<file path="src/xer_defines.svh">
`ifndef XER_DEFINES_SVH
`define XER_DEFINES_SVH

// machine state word bit positions (bit 0 is the msb of the word)
`define XER_BIT_ILE  15
`define XER_BIT_EE   16
`define XER_BIT_ME   19
`define XER_BIT_FE0  20
`define XER_BIT_BE   22
`define XER_BIT_FE1  23
`define XER_BIT_IP   25
`define XER_BIT_IR   26
`define XER_BIT_DR   27
`define XER_BIT_PM   29
`define XER_BIT_RI   30
`define XER_BIT_LE   31

// saved status copy mask: msb-first bits 0, 5-9, 16-31 (full-function)
`define XER_SAVE_MASK    32'h87C0FFFF
// exception-specific field: msb-first bits 1-4, 10-15
`define XER_INFO_MASK    32'h783F0000
// bits kept through entry: reserved 0, 5-12, 14 and HANDLER_BYTE_ORDER
`define XER_KEEP_MASK    32'h87FB0000
// fields kept through entry: ME and IP
`define XER_KEEP_FLD     32'h00001040
// machine check enable, dropped on machine check entry
`define XER_ME_MASK      32'h00001000

// vector base prefixes
`define XER_BASE_LOW     12'h000
`define XER_BASE_HIGH    12'hFFF

// vector offsets per cause, and program info code
`define XER_VEC_RESET    20'h00100
`define XER_VEC_MCHECK   20'h00200
`define XER_VEC_EXT      20'h00500
`define XER_VEC_PROG     20'h00700
`define XER_VEC_DEC      20'h00900
`define XER_VEC_TRACE    20'h00D00
`define XER_INFO_PROG    6'h20

// register addresses on the plain port
`define XER_ADDR_MSW     4'h0
`define XER_ADDR_SRR_PC  4'h1
`define XER_ADDR_SRR_ST  4'h2
`define XER_ADDR_HWCFG   4'h3
`define XER_ADDR_STATUS  4'h4

// reset values
`define XER_MSW_RESET    32'h00000040
`define XER_HWCFG_RESET  32'h00000000

`endif

</file>
<file path="src/xer_pkg.sv">
package xer_pkg;

  // exception causes in priority order, highest first, except XER_BRANCH_TRACE, which ranks above XER_EXTERNAL
  typedef enum logic [3:0] {
    XER_NONE,
    XER_SYS_RESET,
    XER_MACH_CHECK,
    XER_INSTR_EXC,
    XER_FP_PROGRAM,
    XER_EXTERNAL,
    XER_DECREMENTER,
    XER_BRANCH_TRACE
  } xer_cause_e;

  typedef logic [31:0] xer_word_t;

endpackage

</file>
<file path="src/xer_exception_unit.sv">
`timescale 1ns/1ps
`include "xer_defines.svh"

module xer_exception_unit
(
  input  wire logic        clock,
  input  wire logic        resetn,
  // register port
  input  wire logic [3:0]  reg_addr,
  input  wire logic [31:0] reg_wdata,
  input  wire logic        reg_write,
  input  wire logic        reg_read,
  output logic [31:0]      reg_rdata,
  // exception sources
  input  wire logic        sys_reset_req,
  input  wire logic [3:0]  mc_sources,
  input  wire logic        ext_irq,
  input  wire logic        dec_irq,
  input  wire logic        instr_exc,
  input  wire logic [31:0] instr_exc_pc,
  input  wire logic [5:0]  instr_exc_info,
  input  wire logic [19:0] instr_exc_vector,
  input  wire logic        fp_exc,
  input  wire logic [31:0] fp_exc_pc,
  input  wire logic        branch_done,
  input  wire logic [31:0] branch_next_pc,
  input  wire logic [31:0] next_pc,
  input  wire logic        older_pending,
  // return from handler
  input  wire logic        return_req,
  input  wire logic        pipe_drained,
  // pipeline redirect
  output logic             redirect,
  output logic [31:0]      redirect_pc,
  output logic             return_wait,
  output logic [3:0]       taken_cause,
  // state seen by the core
  output logic             branch_trace_enable,
  output logic             instr_translation_on,
  output logic             data_translation_on,
  output logic             perf_marked_process,
  output logic             recoverable_indicator,
  output logic             byte_order_select,
  output logic             fp_precise_mode,
  output logic             checkstop
);

  ////////////////////////////////////////////////////////////////////////
  // state registers

  logic [31:0] machine_state_word;
  logic [31:0] saved_return_pc;
  logic [31:0] saved_status_word;
  logic [31:0] hardware_impl_config;
  logic        trace_pending;
  logic [31:0] trace_pc;
  logic        return_pend;

  // msb-first bit access
  function automatic logic msw_bit(input logic [31:0] w, input int pos);
    msw_bit = w[31 - pos];
  endfunction

  wire ee  = msw_bit(machine_state_word, `XER_BIT_EE);
  wire me  = msw_bit(machine_state_word, `XER_BIT_ME);
  wire fe0 = msw_bit(machine_state_word, `XER_BIT_FE0);
  wire fe1 = msw_bit(machine_state_word, `XER_BIT_FE1);
  wire handler_byte_order = msw_bit(machine_state_word, `XER_BIT_ILE);
  wire ip  = msw_bit(machine_state_word, `XER_BIT_IP);

  ////////////////////////////////////////////////////////////////////////
  // state decode to the core

  assign branch_trace_enable   = msw_bit(machine_state_word, `XER_BIT_BE);
  assign instr_translation_on  = msw_bit(machine_state_word, `XER_BIT_IR);
  assign data_translation_on   = msw_bit(machine_state_word, `XER_BIT_DR);
  assign perf_marked_process   = msw_bit(machine_state_word, `XER_BIT_PM);
  assign recoverable_indicator = msw_bit(machine_state_word, `XER_BIT_RI);
  assign byte_order_select     = msw_bit(machine_state_word, `XER_BIT_LE);
  assign fp_precise_mode       = fe0 | fe1;

  ////////////////////////////////////////////////////////////////////////
  // machine check filter

  logic mc_take;

  xer_mc_filter u_mc
  (
    .clock         (clock),
    .resetn        (resetn),
    .mc_sources    (mc_sources),
    .source_enable (hardware_impl_config[3:0]),
    .mc_enable     (me),
    .mc_take       (mc_take),
    .checkstop     (checkstop)
  );

  ////////////////////////////////////////////////////////////////////////
  // cause selection by priority

  wire         fp_take    = fp_exc & fp_precise_mode;
  wire         async_ok   = ee & ~older_pending;
  wire         instr_ok   = ~older_pending;
  xer_pkg::xer_cause_e cause;

  assign cause =
    sys_reset_req                 ? xer_pkg::XER_SYS_RESET    :
    checkstop                     ? xer_pkg::XER_NONE         :
    mc_take                       ? xer_pkg::XER_MACH_CHECK   :
    (instr_exc && instr_ok)       ? xer_pkg::XER_INSTR_EXC    :
    (fp_take && instr_ok)         ? xer_pkg::XER_FP_PROGRAM   :
    (trace_pending && instr_ok)   ? xer_pkg::XER_BRANCH_TRACE :
    (ext_irq && async_ok)         ? xer_pkg::XER_EXTERNAL     :
    (dec_irq && async_ok)         ? xer_pkg::XER_DECREMENTER  :
                                    xer_pkg::XER_NONE;

  // no entry while a return is asked for or still waiting
  wire entry_block = return_req || return_pend;
  wire take        = (cause != xer_pkg::XER_NONE) && !entry_block;

  ////////////////////////////////////////////////////////////////////////
  // per-cause return address, info and vector offset

  logic [31:0] entry_pc;
  logic [5:0]  entry_info;
  logic [19:0] entry_vec;

  always_comb
  begin
    entry_pc   = next_pc;
    entry_info = 6'h00;
    entry_vec  = 20'h00000;
    unique case (cause)
      xer_pkg::XER_SYS_RESET:    entry_vec = `XER_VEC_RESET;
      xer_pkg::XER_MACH_CHECK:   entry_vec = `XER_VEC_MCHECK;
      xer_pkg::XER_INSTR_EXC:
      begin
        entry_pc   = instr_exc_pc;
        entry_info = instr_exc_info;
        entry_vec  = instr_exc_vector;
      end
      xer_pkg::XER_FP_PROGRAM:
      begin
        entry_pc   = fp_exc_pc;
        entry_info = `XER_INFO_PROG;
        entry_vec  = `XER_VEC_PROG;
      end
      xer_pkg::XER_BRANCH_TRACE:
      begin
        entry_pc = trace_pc;
        entry_vec = `XER_VEC_TRACE;
      end
      xer_pkg::XER_EXTERNAL:     entry_vec = `XER_VEC_EXT;
      xer_pkg::XER_DECREMENTER:  entry_vec = `XER_VEC_DEC;
      default:                   entry_vec = 20'h00000;
    endcase
  end

  // info bits spread onto msb-first positions 1-4 and 14-15
  wire [31:0] info_word = {1'b0, entry_info[5:2], 5'h00, 4'h0, entry_info[1:0],
                           16'h0000} & `XER_INFO_MASK;

  wire [31:0] entry_status = (machine_state_word & `XER_SAVE_MASK) | info_word;

  // machine check entry also drops the machine check enable
  wire        mc_entry  = cause == xer_pkg::XER_MACH_CHECK;
  wire [31:0] keep_bits = (`XER_KEEP_MASK | `XER_KEEP_FLD)
                        & ~(mc_entry ? `XER_ME_MASK : 32'h00000000);

  wire [31:0] entry_msw = (machine_state_word & keep_bits)
                        | {31'h0, handler_byte_order};

  logic [31:0] vector_addr;

  xer_vector u_vec
  (
    .vector_offset (entry_vec),
    .prefix_high   (ip),
    .vector_addr   (vector_addr)
  );

  ////////////////////////////////////////////////////////////////////////
  // return sequencing

  wire  do_return = (return_req || return_pend) && pipe_drained;
  assign return_wait = return_pend;

  // a return waits here until older instructions drain
  always_ff @(posedge clock or negedge resetn)
  begin
    if (!resetn)
      return_pend <= 1'b0;
    else if (do_return)
      return_pend <= 1'b0;
    else if (return_req)
      return_pend <= 1'b1;
  end

  ////////////////////////////////////////////////////////////////////////
  // branch trace capture

  always_ff @(posedge clock or negedge resetn)
  begin
    if (!resetn)
    begin
      trace_pending <= 1'b0;
      trace_pc      <= 32'h00000000;
    end
    else if (branch_done && branch_trace_enable)
    begin
      trace_pending <= 1'b1;
      trace_pc      <= branch_next_pc;
    end
    else if (take && cause == xer_pkg::XER_BRANCH_TRACE)
      trace_pending <= 1'b0;
  end

  ////////////////////////////////////////////////////////////////////////
  // register writes, entry and return

  // strobe qualified by an address match
  function automatic logic reg_hit(input logic strobe, input logic [3:0] addr,
                                   input logic [3:0] target);
    reg_hit = strobe && addr == target;
  endfunction

  wire wr_msw  = reg_hit(reg_write, reg_addr, `XER_ADDR_MSW);
  wire wr_spc  = reg_hit(reg_write, reg_addr, `XER_ADDR_SRR_PC);
  wire wr_sst  = reg_hit(reg_write, reg_addr, `XER_ADDR_SRR_ST);
  wire wr_hw   = reg_hit(reg_write, reg_addr, `XER_ADDR_HWCFG);

  always_ff @(posedge clock or negedge resetn)
  begin
    if (!resetn)
    begin
      machine_state_word <= `XER_MSW_RESET;
      saved_return_pc    <= 32'h00000000;
      saved_status_word  <= 32'h00000000;
    end
    else if (take)
    begin
      saved_return_pc    <= entry_pc;
      saved_status_word  <= entry_status;
      machine_state_word <= entry_msw;
    end
    else if (do_return)
      machine_state_word <= saved_status_word;
    else
    begin
      if (wr_msw)
        machine_state_word <= reg_wdata;
      if (wr_spc)
        saved_return_pc <= reg_wdata;
      if (wr_sst)
        saved_status_word <= reg_wdata;
    end
  end

  // configuration register, software writes only
  always_ff @(posedge clock or negedge resetn)
  begin
    if (!resetn)
      hardware_impl_config <= `XER_HWCFG_RESET;
    else if (wr_hw)
      hardware_impl_config <= reg_wdata;
  end

  ////////////////////////////////////////////////////////////////////////
  // pipeline redirect, one-cycle pulse

  always_ff @(posedge clock or negedge resetn)
  begin
    if (!resetn)
    begin
      redirect    <= 1'b0;
      redirect_pc <= 32'h00000000;
      taken_cause <= 4'h0;
    end
    else
    begin
      redirect    <= take || do_return;
      redirect_pc <= take ? vector_addr : saved_return_pc;
      taken_cause <= take ? 4'(cause) : 4'h0;
    end
  end

  ////////////////////////////////////////////////////////////////////////
  // register read, data one cycle later

  wire [31:0] status_word = {27'h0, return_pend, trace_pending, fp_precise_mode,
                             checkstop, mc_take};
  logic [31:0] rd_mux;

  // read select by address
  always_comb
  begin
    unique case (reg_addr)
      `XER_ADDR_MSW:    rd_mux = machine_state_word;
      `XER_ADDR_SRR_PC: rd_mux = saved_return_pc;
      `XER_ADDR_SRR_ST: rd_mux = saved_status_word;
      `XER_ADDR_HWCFG:  rd_mux = hardware_impl_config;
      `XER_ADDR_STATUS: rd_mux = status_word;
      default:          rd_mux = 32'h00000000;
    endcase
  end

  // read data, zero outside the answer cycle
  always_ff @(posedge clock or negedge resetn)
  begin
    if (!resetn)
      reg_rdata <= 32'h00000000;
    else
      reg_rdata <= reg_read ? rd_mux : 32'h00000000;
  end

endmodule

</file>
<file path="src/xer_mc_filter.sv">
`timescale 1ns/1ps
`include "xer_defines.svh"

// per-source machine check gating and checkstop latch
module xer_mc_filter
(
  input  wire logic        clock,
  input  wire logic        resetn,
  input  wire logic [3:0]  mc_sources,
  input  wire logic [3:0]  source_enable,
  input  wire logic        mc_enable,
  output logic             mc_take,
  output logic             checkstop
);

  logic mc_any;

  // individual sources gated by the configuration register
  assign mc_any  = |(mc_sources & source_enable);
  assign mc_take = mc_any & mc_enable & ~checkstop;

  // checkstop is sticky until reset
  always_ff @(posedge clock or negedge resetn)
  begin
    if (!resetn)
      checkstop <= 1'b0;
    else if (mc_any && !mc_enable)
      checkstop <= 1'b1;
  end

endmodule

</file>
<file path="src/xer_vector.sv">
`timescale 1ns/1ps
`include "xer_defines.svh"

// handler address from prefix select and vector offset
module xer_vector
(
  input  wire logic [19:0] vector_offset,
  input  wire logic        prefix_high,
  output logic [31:0]      vector_addr
);

  assign vector_addr = {(prefix_high ? `XER_BASE_HIGH : `XER_BASE_LOW), vector_offset};

endmodule

</file>
<file path="config.mk">
export PLATFORM = sky130hd
export DESIGN_NAME = xer_exception_unit
export DESIGN_NICKNAME = d
export VERILOG_FILES = /design/src/xer_pkg.sv /design/src/xer_exception_unit.sv /design/src/xer_mc_filter.sv /design/src/xer_vector.sv
export VERILOG_INCLUDE_DIRS = /design/src
export SDC_FILE = /design/constraint.sdc
export NUM_CORES = 1
export LEC_CHECK = 0
export ABC_AREA = 1
export ABC_CLOCK_PERIOD_IN_PS = 4480
export BUFFER_PORTS_ARGS = -buffer_cell sky130_fd_sc_hd__buf_2
export CORE_UTILIZATION = 55
export CTS_BUF_LIST = sky130_fd_sc_hd__clkbuf_8
export DETAILED_ROUTE_END_ITERATION = 6
export PLACE_DENSITY = 0.82
export SYNTH_ARGS = -nofsm -noshare
export SYNTH_HDL_FRONTEND = slang
export SYNTH_SLANG_ARGS = --single-unit
</file>
<file path="constraint.sdc">
create_clock -name clock -period 4.48 [get_ports clock]
set_input_delay 1.344 -clock clock [delete_from_list [all_inputs] [get_ports clock]]
set_output_delay 1.344 -clock clock [all_outputs]
set_load 0.02 [all_outputs]
</file>
-- Yosys cells after proc, flatten, opt, wreduce, memory -nomap -nowiden
Cells that the tools add are included.
- reductions and logical operators: 28
- equal/unequal tests: 12
- bitwise gates (word level): 12
- mux-type cells: 30
- operators with widths (operator ; count):
    32-bit two-way mux ; 11
    32-bit one-hot mux with 5 select lines ; 1
    20-bit one-hot mux with 7 select lines ; 1
    32-bit one-hot mux with 3 select lines ; 1
    32-bit bitwise AND ; 1
    13-bit inverter with 32-bit output ; 1
    32-bit by 1-bit OR with 32-bit output ; 1
    32-bit by 31-bit OR with 32-bit output ; 1
    3-bit two-way mux ; 9
    1-bit logical AND ; 14
    13-bit two-way mux ; 1
    3-bit equality test, second input constant ; 4
    12-bit two-way mux ; 1
    6-bit one-hot mux with 2 select lines ; 1
    4-bit by 2-bit equality test with 1-bit output, second input constant ; 2
    2-bit nonzero test ; 4
    3-bit by 2-bit equality test with 1-bit output, second input constant ; 2
    1-bit bitwise AND ; 4
    4-bit bitwise AND ; 1
    4-bit by 1-bit equality test with 1-bit output, second input constant ; 1
    4-bit by 3-bit equality test with 1-bit output, second input constant ; 1
    4-bit zero test ; 1
    1-bit two-way mux ; 4
    2-bit AND reduction ; 2
    other kinds (9) ; 12
- input port bits: 207
- output and inout bits: 78
- register bits: 231
- word-level logic and storage cells: 94

-- Depth between registers and ports, before layout
Gate-level depths: netlist (run 1).
- depth in word-level cells: 17
- mapped depth: 15
- depth with buffers taken out: 14

-- By module
Synthesis (run 1) repeated with hierarchy kept, for this count alone.
- cell total of the unflattened synthesis: 1380
- area, all modules: 11891.4 um^2
- modules (own cells, without submodules) (module ; area each (um^2) ; seq. area each (um^2) ; instances ; cells an instance):
    xer_exception_unit ; 11576.1 ; 5756.8 ; 1 ; 1334
    xer_vector ; 240.2 ; 0.0 ; 1 ; 32
    xer_mc_filter ; 75.1 ; 25.0 ; 1 ; 14

-- Least setup slack after synthesis (run 1)
OpenSTA, ideal clock, no wires.
- kind: input to register
- start: in reg_addr[3]
- end: reg saved_return_pc[29]
- library setup time: 119 ps
- stages: 11
- arrival time: 2646 ps
- setup slack: 1715 ps
- path buffers: 1
- data required time: 4361 ps
- cell sequence: nor2_1 inv_2 nor3_4 inv_2 nor3_4 inv_2 nand2_4 inv_2 buf_6 a21oi_1 nand2_1
- cells in the longest elaborated chain, start to end: 4
- ends and longest elaborated chain (element ; line ; text):
    from (decl) ; xer_exception_unit.sv:9 ; input wire logic [3:0] reg_addr,
    4-bit by 1-bit equality test with 1-bit output ; xer_exception_unit.sv:224 ; reg_hit = strobe && addr == target;
    1-bit logical AND ; xer_exception_unit.sv:224 ;
    2-bit nonzero test (no source line) ; n/a ;
    2-bit AND reduction (no source line) ; n/a ;
    to (signal assigned) ; xer_exception_unit.sv:242 ; saved_return_pc <= entry_pc;
    to (signal assigned) ; xer_exception_unit.sv:253 ; saved_return_pc <= reg_wdata;
    to (decl) ; xer_exception_unit.sv:52 ; logic [31:0] saved_return_pc;
Every way passes these cells.
A chain may end at the register's enable or synchronous reset.

-- Worst setup path in the final report (run 1)
- start: in older_pending
- end: reg saved_return_pc[28]
- cells in the longest elaborated chain, start to end: 15
- elaborated cells between the ends (all ways): 25
- those cells by class: 4 x eq/ne; 10 x mux; 2 x bitwise; 9 x reduce/logical
- ends and longest elaborated chain (element ; line ; text):
    from (decl) ; xer_exception_unit.sv:28 ; input wire logic older_pending,
    1-bit inverter (*) ; xer_exception_unit.sv:102, xer_exception_unit.sv:103 ;
    1-bit bitwise AND ; xer_exception_unit.sv:102 ; wire async_ok = ee & ~older_pending;
    1-bit logical AND ; xer_exception_unit.sv:114 ; (dec_irq && async_ok) ? xer_pkg::XER_DECREMENTER :
    3-bit two-way mux ; xer_exception_unit.sv:114 ;
    3-bit two-way mux ; xer_exception_unit.sv:113 ; (ext_irq && async_ok) ? xer_pkg::XER_EXTERNAL :
    3-bit two-way mux ; xer_exception_unit.sv:112 ; (trace_pending && instr_ok) ? xer_pkg::XER_BRANCH_TRACE :
    3-bit two-way mux ; xer_exception_unit.sv:111 ; (fp_take && instr_ok) ? xer_pkg::XER_FP_PROGRAM :
    3-bit two-way mux (*) ; xer_exception_unit.sv:110 ; (instr_exc && instr_ok) ? xer_pkg::XER_INSTR_EXC :
    3-bit two-way mux (*) ; xer_exception_unit.sv:109 ; mc_take ? xer_pkg::XER_MACH_CHECK :
    3-bit two-way mux (*) ; xer_exception_unit.sv:108 ; checkstop ? xer_pkg::XER_NONE :
    3-bit two-way mux (*) ; xer_exception_unit.sv:107 ; sys_reset_req ? xer_pkg::XER_SYS_RESET :
    4-bit nonzero test ; xer_exception_unit.sv:119 ; wire take = (cause != xer_pkg::XER_NONE) && !entry_block;
    1-bit logical AND ; xer_exception_unit.sv:119 ;
    2-bit != test (no source line) / 2-bit nonzero test (equally long branches) ; n/a ;
    2-bit AND reduction (no source line) ; n/a ;
Every way passes the cells marked *; elsewhere a longest branch is shown, timed or not.

==> results.json, run 1 <==
{
  "final-hold-violation-count": 0,
  "critical-path-top-cell-by-count": "nand2_1",
  "tritoncts": "built",
  "antenna_violations_before_repair": 2,
  "commonest_register_cell_after_synthesis": "dfrtp_1",
  "rr_endpoint": "saved_status_word[12]",
  "clkSinkCount": 231,
  "fmax_ghz": 0.2990,
  "start_util": 0.5639,
  "worstPathRequired_ns": 4.90,
  "synth_largest_area_cell": "dfrtp_1",
  "powerDensity_nw_per_um2": 417.2,
  "clock_latency_ns": 0.54,
  "synth-seq-area-share": 0.5051,
  "antenna_violating_nets_post_route": 0,
  "synthArstFlopShare": 1.000,
  "routed_via_density": 5.732,
  "hold-path-endpoint": "machine_state_word[20]",
  "syn-instance-count": 1347,
  "detail_route.iter0.violations": 1141,
  "cpPeakStageDelay_ns": 0.52,
  "route.final.wire_length_microns": 37280,
  "fin_skew_ns": 0.02709,
  "hold_path_class": "reg2reg",
  "chipHeight_microns": 146.3,
  "post-route-drc-count": 1,
  "synthToLayoutAreaGrowth_pct": 20.12,
  "leakagePower_nw": 7.091,
  "routed-via-count": 10953,
  "yosysTopAreaCellShare": 0.5028,
  "synth_top_cells_by_area": "dfrtp_1 50%, nand2_1 12%, inv_1 4.6%, o21ai_0 4.2%, mux2_2 3.9%",
  "gp_congestion": 0.9351,
  "core_region_area_sq_um": 20300,
  "timing.rr.start": "machine_state_word[11]",
  "synth_enable_flop_cells": 0,
  "timing.final.max_slew_violations": 0,
  "start_kind": "input port",
  "cp.arrival_ns": 3.76,
  "synth_compound_gate_area_share": 0.1319,
  "placed_cell_area_sq_um": 12980,
  "slew_headroom": 0.3838,
  "status": "finished with violations",
  "synth_xor_xnor_area_share": 0,
  "post_synth_mux_area_share": 0.04634,
  "avgRoutedWirePerCell_microns": 19.51,
  "report.power.total_mw": 5.736,
  "numPortBuffers": 283,
  "clkSlewWorstSetupHoldPaths_ns": 0.06,
  "cts.htree.levels": 2,
  "ir_drop_worst_case_vdd_mv": 0.2564,
  "max_cap_viol_count": 0,
  "min_period_ns": 3.344,
  "mappedNetlistArea_sq_um": 11450,
  "rsz_0062_raised_after_global_routing": "no",
  "ctsLongestPathBuffers": 3,
  "crit_path_end_kind": "flip-flop",
  "ys_types": 41,
  "post_synth_and_or_nand_nor_area_fraction": 0.2292,
  "final-setup-viol-count": 0,
  "cts_inserted_buffers": 39,
  "largest_family_of_logic_cells_by_synthesized_area": "simple AND/OR/NAND/NOR gates",
  "worstRegToRegCells": 11,
  "min_period_over_period": 0.7464,
  "syn_avg_cell_area_sq_um": 8.498,
  "clockRootBuffer": "clkbuf_8",
  "setup_tns_ns": 0,
  "path_class": "in2reg",
  "finish.instance_area_sq_um": 13750,
  "floorplan.rows": 52,
  "crit_fanout": 84,
  "crit_chain": "buf_2, nor2_1, inv_1, nand3_2, nand2_2, nand3_4, nand2_4, inv_6, buf_4, o21ai_0, nand2_1, nand2_1",
  "yosysWarnings": 0,
  "post_route_cells_drive_above_1_share": 0.2689,
  "timing.reg2reg.setup_slack_ns": 1.57,
  "violations": "DRC",
  "cts-resized-gates": 0,
  "synth_commonest_cells": "363 x nand2_1, 230 x dfrtp_1, 141 x inv_1",
  "worst-slew-pin-transition_ns": 0.9211,
  "grt_max_degree": 88,
  "post_cts_hold_buffer_count": 0,
  "grt_first_pass_wirelength_microns": 58720,
  "synthAdderAreaFrac": 0,
  "grt.total_usage": 0.3544,
  "die-area_sq_um": 21390,
  "post_cts_buffers": 0,
  "postSynthNetCount": 1554,
  "most_used_standard_cell_by_instance_count_after_synthesis": "nand2_1",
  "synth-seq-cells": 231,
  "floorplan.io_pins": 285,
  "die_width_microns": 146.3,
  "final_net_count": 1821,
  "critPathSlowestCell": "inv_6",
  "via_count_of_the_first_global_routing_pass": 10719,
  "detail_route.first_pass.iterations": 7,
  "min-delay-start": "machine_state_word[20]",
  "min_delay_path_depth": 2,
  "detailedPlacementHpwl_microns": 26370,
  "overall_overflow_remaining_after_global_route": 0
}
[final cells by class]
type / instances / area, sq um
clock buffer: 46 / 633.1
clock inverter: 21 / 137.6
sequential: 231 / 5782
timing repair buffer: 303 / 1602
fill: 1711 / 6549
antenna: 1 / 2.502
tap: 270 / 337.8
multi-input combinational: 886 / 4677
inverter: 153 / 579.3
[per-stage QoR]
stage	instances	setup slack, ns	hold slack [ns]	util
CTS	1910	1.260	0.4881	0.6773
finish	1911	1.136	0.4856	0.6774
global placement	1843	0.7673	0.4659	0.6393
detailed placement	1843	0.7122	0.4741	0.6393
global route	1911	1.011	0.5147	0.6774
floorplan	1347	1.715	0.4530	-
[where the power goes]
part | internal, mW | switching, mW | leakage [nW]
clock | 1.04 | 0.851 | 0.452
combinational | 0.430 | 0.703 | 3.76
sequential | 2.49 | 0.224 | 2.88
total | 3.96 | 1.78 | 7.09
[cell families (layout without fill, tap and decap cells)]
| group | after synthesis | after routing |
|---|---|---|
| AO/OA/AOI/OAI | 246 | 246 |
| buffers and inverters | 230 | 523 |
| flip-flops | 231 | 231 |
| multiplexers | 48 | 48 |
| other | 1 | 2 |
| AND/OR/NAND/NOR | 591 | 591 |
[critical path, delay by kind of cell]
kind / cells / cell delay [ns]
buffers and inverters: 4 / 1.16
AO/OA/AOI/OAI: 1 / 0.12
AND/OR/NAND/NOR: 7 / 1.02
[how the worst max path moves through the flow]
stage,depth (start not counted),slack [ns],start,to
finish,12,1.14,older_pending,saved_return_pc[28]
global route,14,1.01,mc_sources[0],saved_return_pc[18]
detailed placement,12,0.71,older_pending,saved_return_pc[28]
global placement,14,0.77,mc_sources[1],saved_return_pc[18]
CTS,12,1.26,older_pending,saved_return_pc[28]
floorplan,11,1.72,reg_addr[3],saved_return_pc[29]
[metal layers]
| metal | routed length (microns) | track usage |
|---|---|---|
| met1 | 14590 | 0.4833 |
| met2 | 17170 | 0.5581 |
| met3 | 4265 | 0.07938 |
| met4 | 1237 | 0.1281 |
| met5 | 13 | 0 |
[sequential cells by signal (all words and copies together) (netlist names)]
signal / cells
saved_status_word: 32
saved_return_pc: 32
trace_pc: 32
redirect: 1
trace_pending: 1
return_wait: 1
redirect_pc: 32
taken_cause: 3
u_mc.checkstop: 1
machine_state_word: 32
hardware_impl_config: 32
reg_rdata: 32
[layout by cell type (no fill, tap or decap), drive strengths merged, types with 18 or more instances in the layout]
master and instances:
nand2 370, buf 303, dfrtp 230, inv 169, nor2 119, o21ai 111
o22ai 47, clkbuf 46, nand3 45, mux2 40, a221oi 31, a21oi 24
nand4 23, o211ai 21, nor3 18
Note: power is estimated with default switching activity, not from simulation.
==> inputs of run 2 (changes only) <==
--- a/config.mk
+++ b/config.mk
@@ -7,7 +7,7 @@
 export NUM_CORES = 1
 export LEC_CHECK = 0
 export ABC_AREA = 1
-export ABC_CLOCK_PERIOD_IN_PS = 4480
+export ABC_CLOCK_PERIOD_IN_PS = 3100
 export BUFFER_PORTS_ARGS = -buffer_cell sky130_fd_sc_hd__buf_2
 export CORE_UTILIZATION = 55
 export CTS_BUF_LIST = sky130_fd_sc_hd__clkbuf_8
==> constraint.sdc (replaced) <==
create_clock -name clock -period 3.1 [get_ports clock]
set_input_delay 0.93 -clock clock [delete_from_list [all_inputs] [get_ports clock]]
set_output_delay 0.93 -clock clock [all_outputs]
set_load 0.02 [all_outputs]
==> run 2 against run 1 <==
  * The run now ends clean
  * Critical path type unchanged
  * Worst hold slack got worse by 0.25 ns
  * Critical path depth rose by 3
  * Final area rose by 2.5%
  * Via count rose by 0.68%
  * Largest cell class unchanged
  * Clock-buffer cell count rose by 8
  * Total power rose by 48%
==> results.json, run 2 (same netlist as run 1, synthesis figures left out) <==
{
  "rsz_0062_raised_after_global_routing": "no",
  "overall_overflow_remaining_after_global_route": 0,
  "post_route_cells_drive_above_1_share": 0.2892,
  "finish.instance_area_sq_um": 14100,
  "post_cts_buffers": 0,
  "gp_congestion": 0.9254,
  "grt_first_pass_wirelength_microns": 57950,
  "number_of_standard_cells_in_the_layout_taps_in_and_fillers_out": 1941,
  "grt_max_degree": 70,
  "leading_cell_type_in_the_layout_fill_and_taps_excluded": "nand2_1",
  "crit_path_end_kind": "flip-flop",
  "die-area_sq_um": 21390,
  "placed_cell_area_sq_um": 13240,
  "die_width_microns": 146.3,
  "cts-resized-gates": 0,
  "floorplan.io_pins": 285,
  "floorplan.rows": 52,
  "grtUsageMet2": 0.5467,
  "detailedPlacementHpwl_microns": 27120,
  "routed_via_density": 5.681,
  "clkSlewWorstSetupHoldPaths_ns": 0.06,
  "grt.total_usage": 0.3511,
  "leakagePower_nw": 7.252,
  "routed-via-count": 11027,
  "max_cap_viol_count": 0,
  "powerDensity_nw_per_um2": 603.1,
  "cpPeakStageDelay_ns": 0.30,
  "route.final.wire_length_microns": 37000,
  "tritoncts": "built",
  "dp.cells": 1868,
  "final_net_count": 1848,
  "final-hold-violation-count": 0,
  "min_period_over_period": 0.7825,
  "min_period_ns": 2.426,
  "cp.arrival_ns": 2.89,
  "timing.final.max_slew_violations": 0,
  "hold_path_class": "in2async",
  "clockRootBuffer": "clkbuf_8",
  "finalHoldWorstSlack_ns": 0.2340,
  "antenna_violating_nets_post_route": 0,
  "avgRoutedWirePerCell_microns": 19.06,
  "critical-path-top-cell-by-count": "nand2_1",
  "clock_latency_ns": 0.55,
  "most-common-layout-cells": "362 x nand2_1, 282 x buf_2, 230 x dfrtp_1, 145 x inv_1, 106 x nor2_1",
  "status": "completed",
  "detail_route.iter0.violations": 1209,
  "report.power.total_mw": 8.504,
  "detail_route.first_pass.iterations": 7,
  "post_cts_hold_buffer_count": 0,
  "crit_chain": "buf_2, nand2_1, nand2_2, nor2_1, nor2_1, nor2_4, nand4_1, nor2_4, buf_4, nand2_1, nand2_1, inv_1, nand2_1, nand2_1, a21oi_1",
  "fmax_ghz": 0.4123,
  "worst_path_dominant_cell_family": "simple AND/OR/NAND/NOR gates",
  "fin_skew_ns": 0.02267,
  "path_class": "in2reg",
  "clkSinkCount": 231,
  "global_route.usage.met1": 0.4713,
  "ir_drop_worst_case_vdd_mv": 0.4606,
  "via_count_of_the_first_global_routing_pass": 10717,
  "numPortBuffers": 283,
  "core_region_area_sq_um": 20300,
  "critPathSlowestCell": "buf_4",
  "critical_path_buf_inv_count": 3,
  "cts.htree.levels": 2,
  "filler_cell_count": 1649,
  "crit_fanout": 23,
  "start_util": 0.5639,
  "chipHeight_microns": 146.3,
  "synthToLayoutAreaGrowth_pct": 23.18,
  "ctsLongestPathBuffers": 3,
  "cts_inserted_buffers": 41,
  "post-route-drc-count": 0,
  "globalRouteMet3Util": 0.09500,
  "final-setup-viol-count": 0,
  "setup_tns_ns": 0,
  "antenna_violations_before_repair": 2,
  "start_kind": "input port",
  "global_route_layer_with_the_greatest_usage": "met2",
  "worstPathRequired_ns": 3.56
}
==> run 2: cell types whose count changed in the layout (fill, tap and decap cells not counted) <==
cell / change
inv_1: -12
clkbuf_8: +8
clkinvlp_4: +1
buf_4: +19
bufinv_16: -1
clkinv_2: +9
buf_12: +6
==> run 2: metrics by stage <==
stage / util / setup slack (ns)
after floorplan: - / 0.7493
after global placement: 0.6522 / 0.2350
after detailed placement: 0.6522 / 0.1768
after CTS: 0.6945 / 0.6997
after global routing: 0.6947 / 0.4906
final: 0.6947 / 0.6744
==> run 2: worst paths after layout <==
| check | from | endpoint | slack, ns | cells after the start |
|---|---|---|---|---|
| min reg2reg | hardware_impl_config[7] | hardware_impl_config[7] | 0.49 | 2 |
| min in group clock | hardware_impl_config[7] | hardware_impl_config[7] | 0.49 | 2 |
| min | resetn | reg_rdata[27] | 0.23 | 1 |
| max reg2reg | hardware_impl_config[2] | saved_return_pc[21] | 0.69 | 14 |
| max in group asynchronous | resetn | hardware_impl_config[8] | 2.19 | 2 |
| max | mc_sources[1] | saved_return_pc[21] | 0.67 | 15 |
==> run 2: layout make-up <==
class                           count  area [sq um]  area share
Clock inverter                     18         115.1    0.008163
Timing Repair Buffer              328          1864      0.1322
Sequential cell                   231          5782      0.4100
Inverter                          153         579.3     0.04108
Antenna cell                        1         2.502   0.0001775
Multi-Input combinational cell    886          4677      0.3317
Clock buffer                       54         743.2     0.05271
Tap cell                          270         337.8     0.02396
==> run 2: power by group <==
| group | switching, mW | total [mW] | internal (mW) |
|---|---|---|---|
| clock network | 1.28 | 2.93 | 1.65 |
| registers | 0.331 | 3.92 | 3.59 |
| logic | 1.01 | 1.65 | 0.644 |
==> run 2: worst reg2reg max path: cells and delay by family (launching register included) <==
| kind | cells | cell delay, ns |
|---|---|---|
| and+or+nand+nor | 11 | 1.36 |
| DFF | 1 | 0.44 |
| buffers and inverters | 2 | 0.34 |
| AOI/OAI and AO/OA | 1 | 0.20 |
==> run 2: metal layers <==
| metal | wire, microns | up-vias | share of wire |
|---|---|---|---|
| li1 | - | 5029 | - |
| met1 | 14650 | 5227 | 0.40 |
| met2 | 17010 | 679 | 0.46 |
| met3 | 4051 | 90 | 0.11 |
| met4 | 1264 | 2 | 0.034 |
| met5 | 14 | - | 0.00038 |
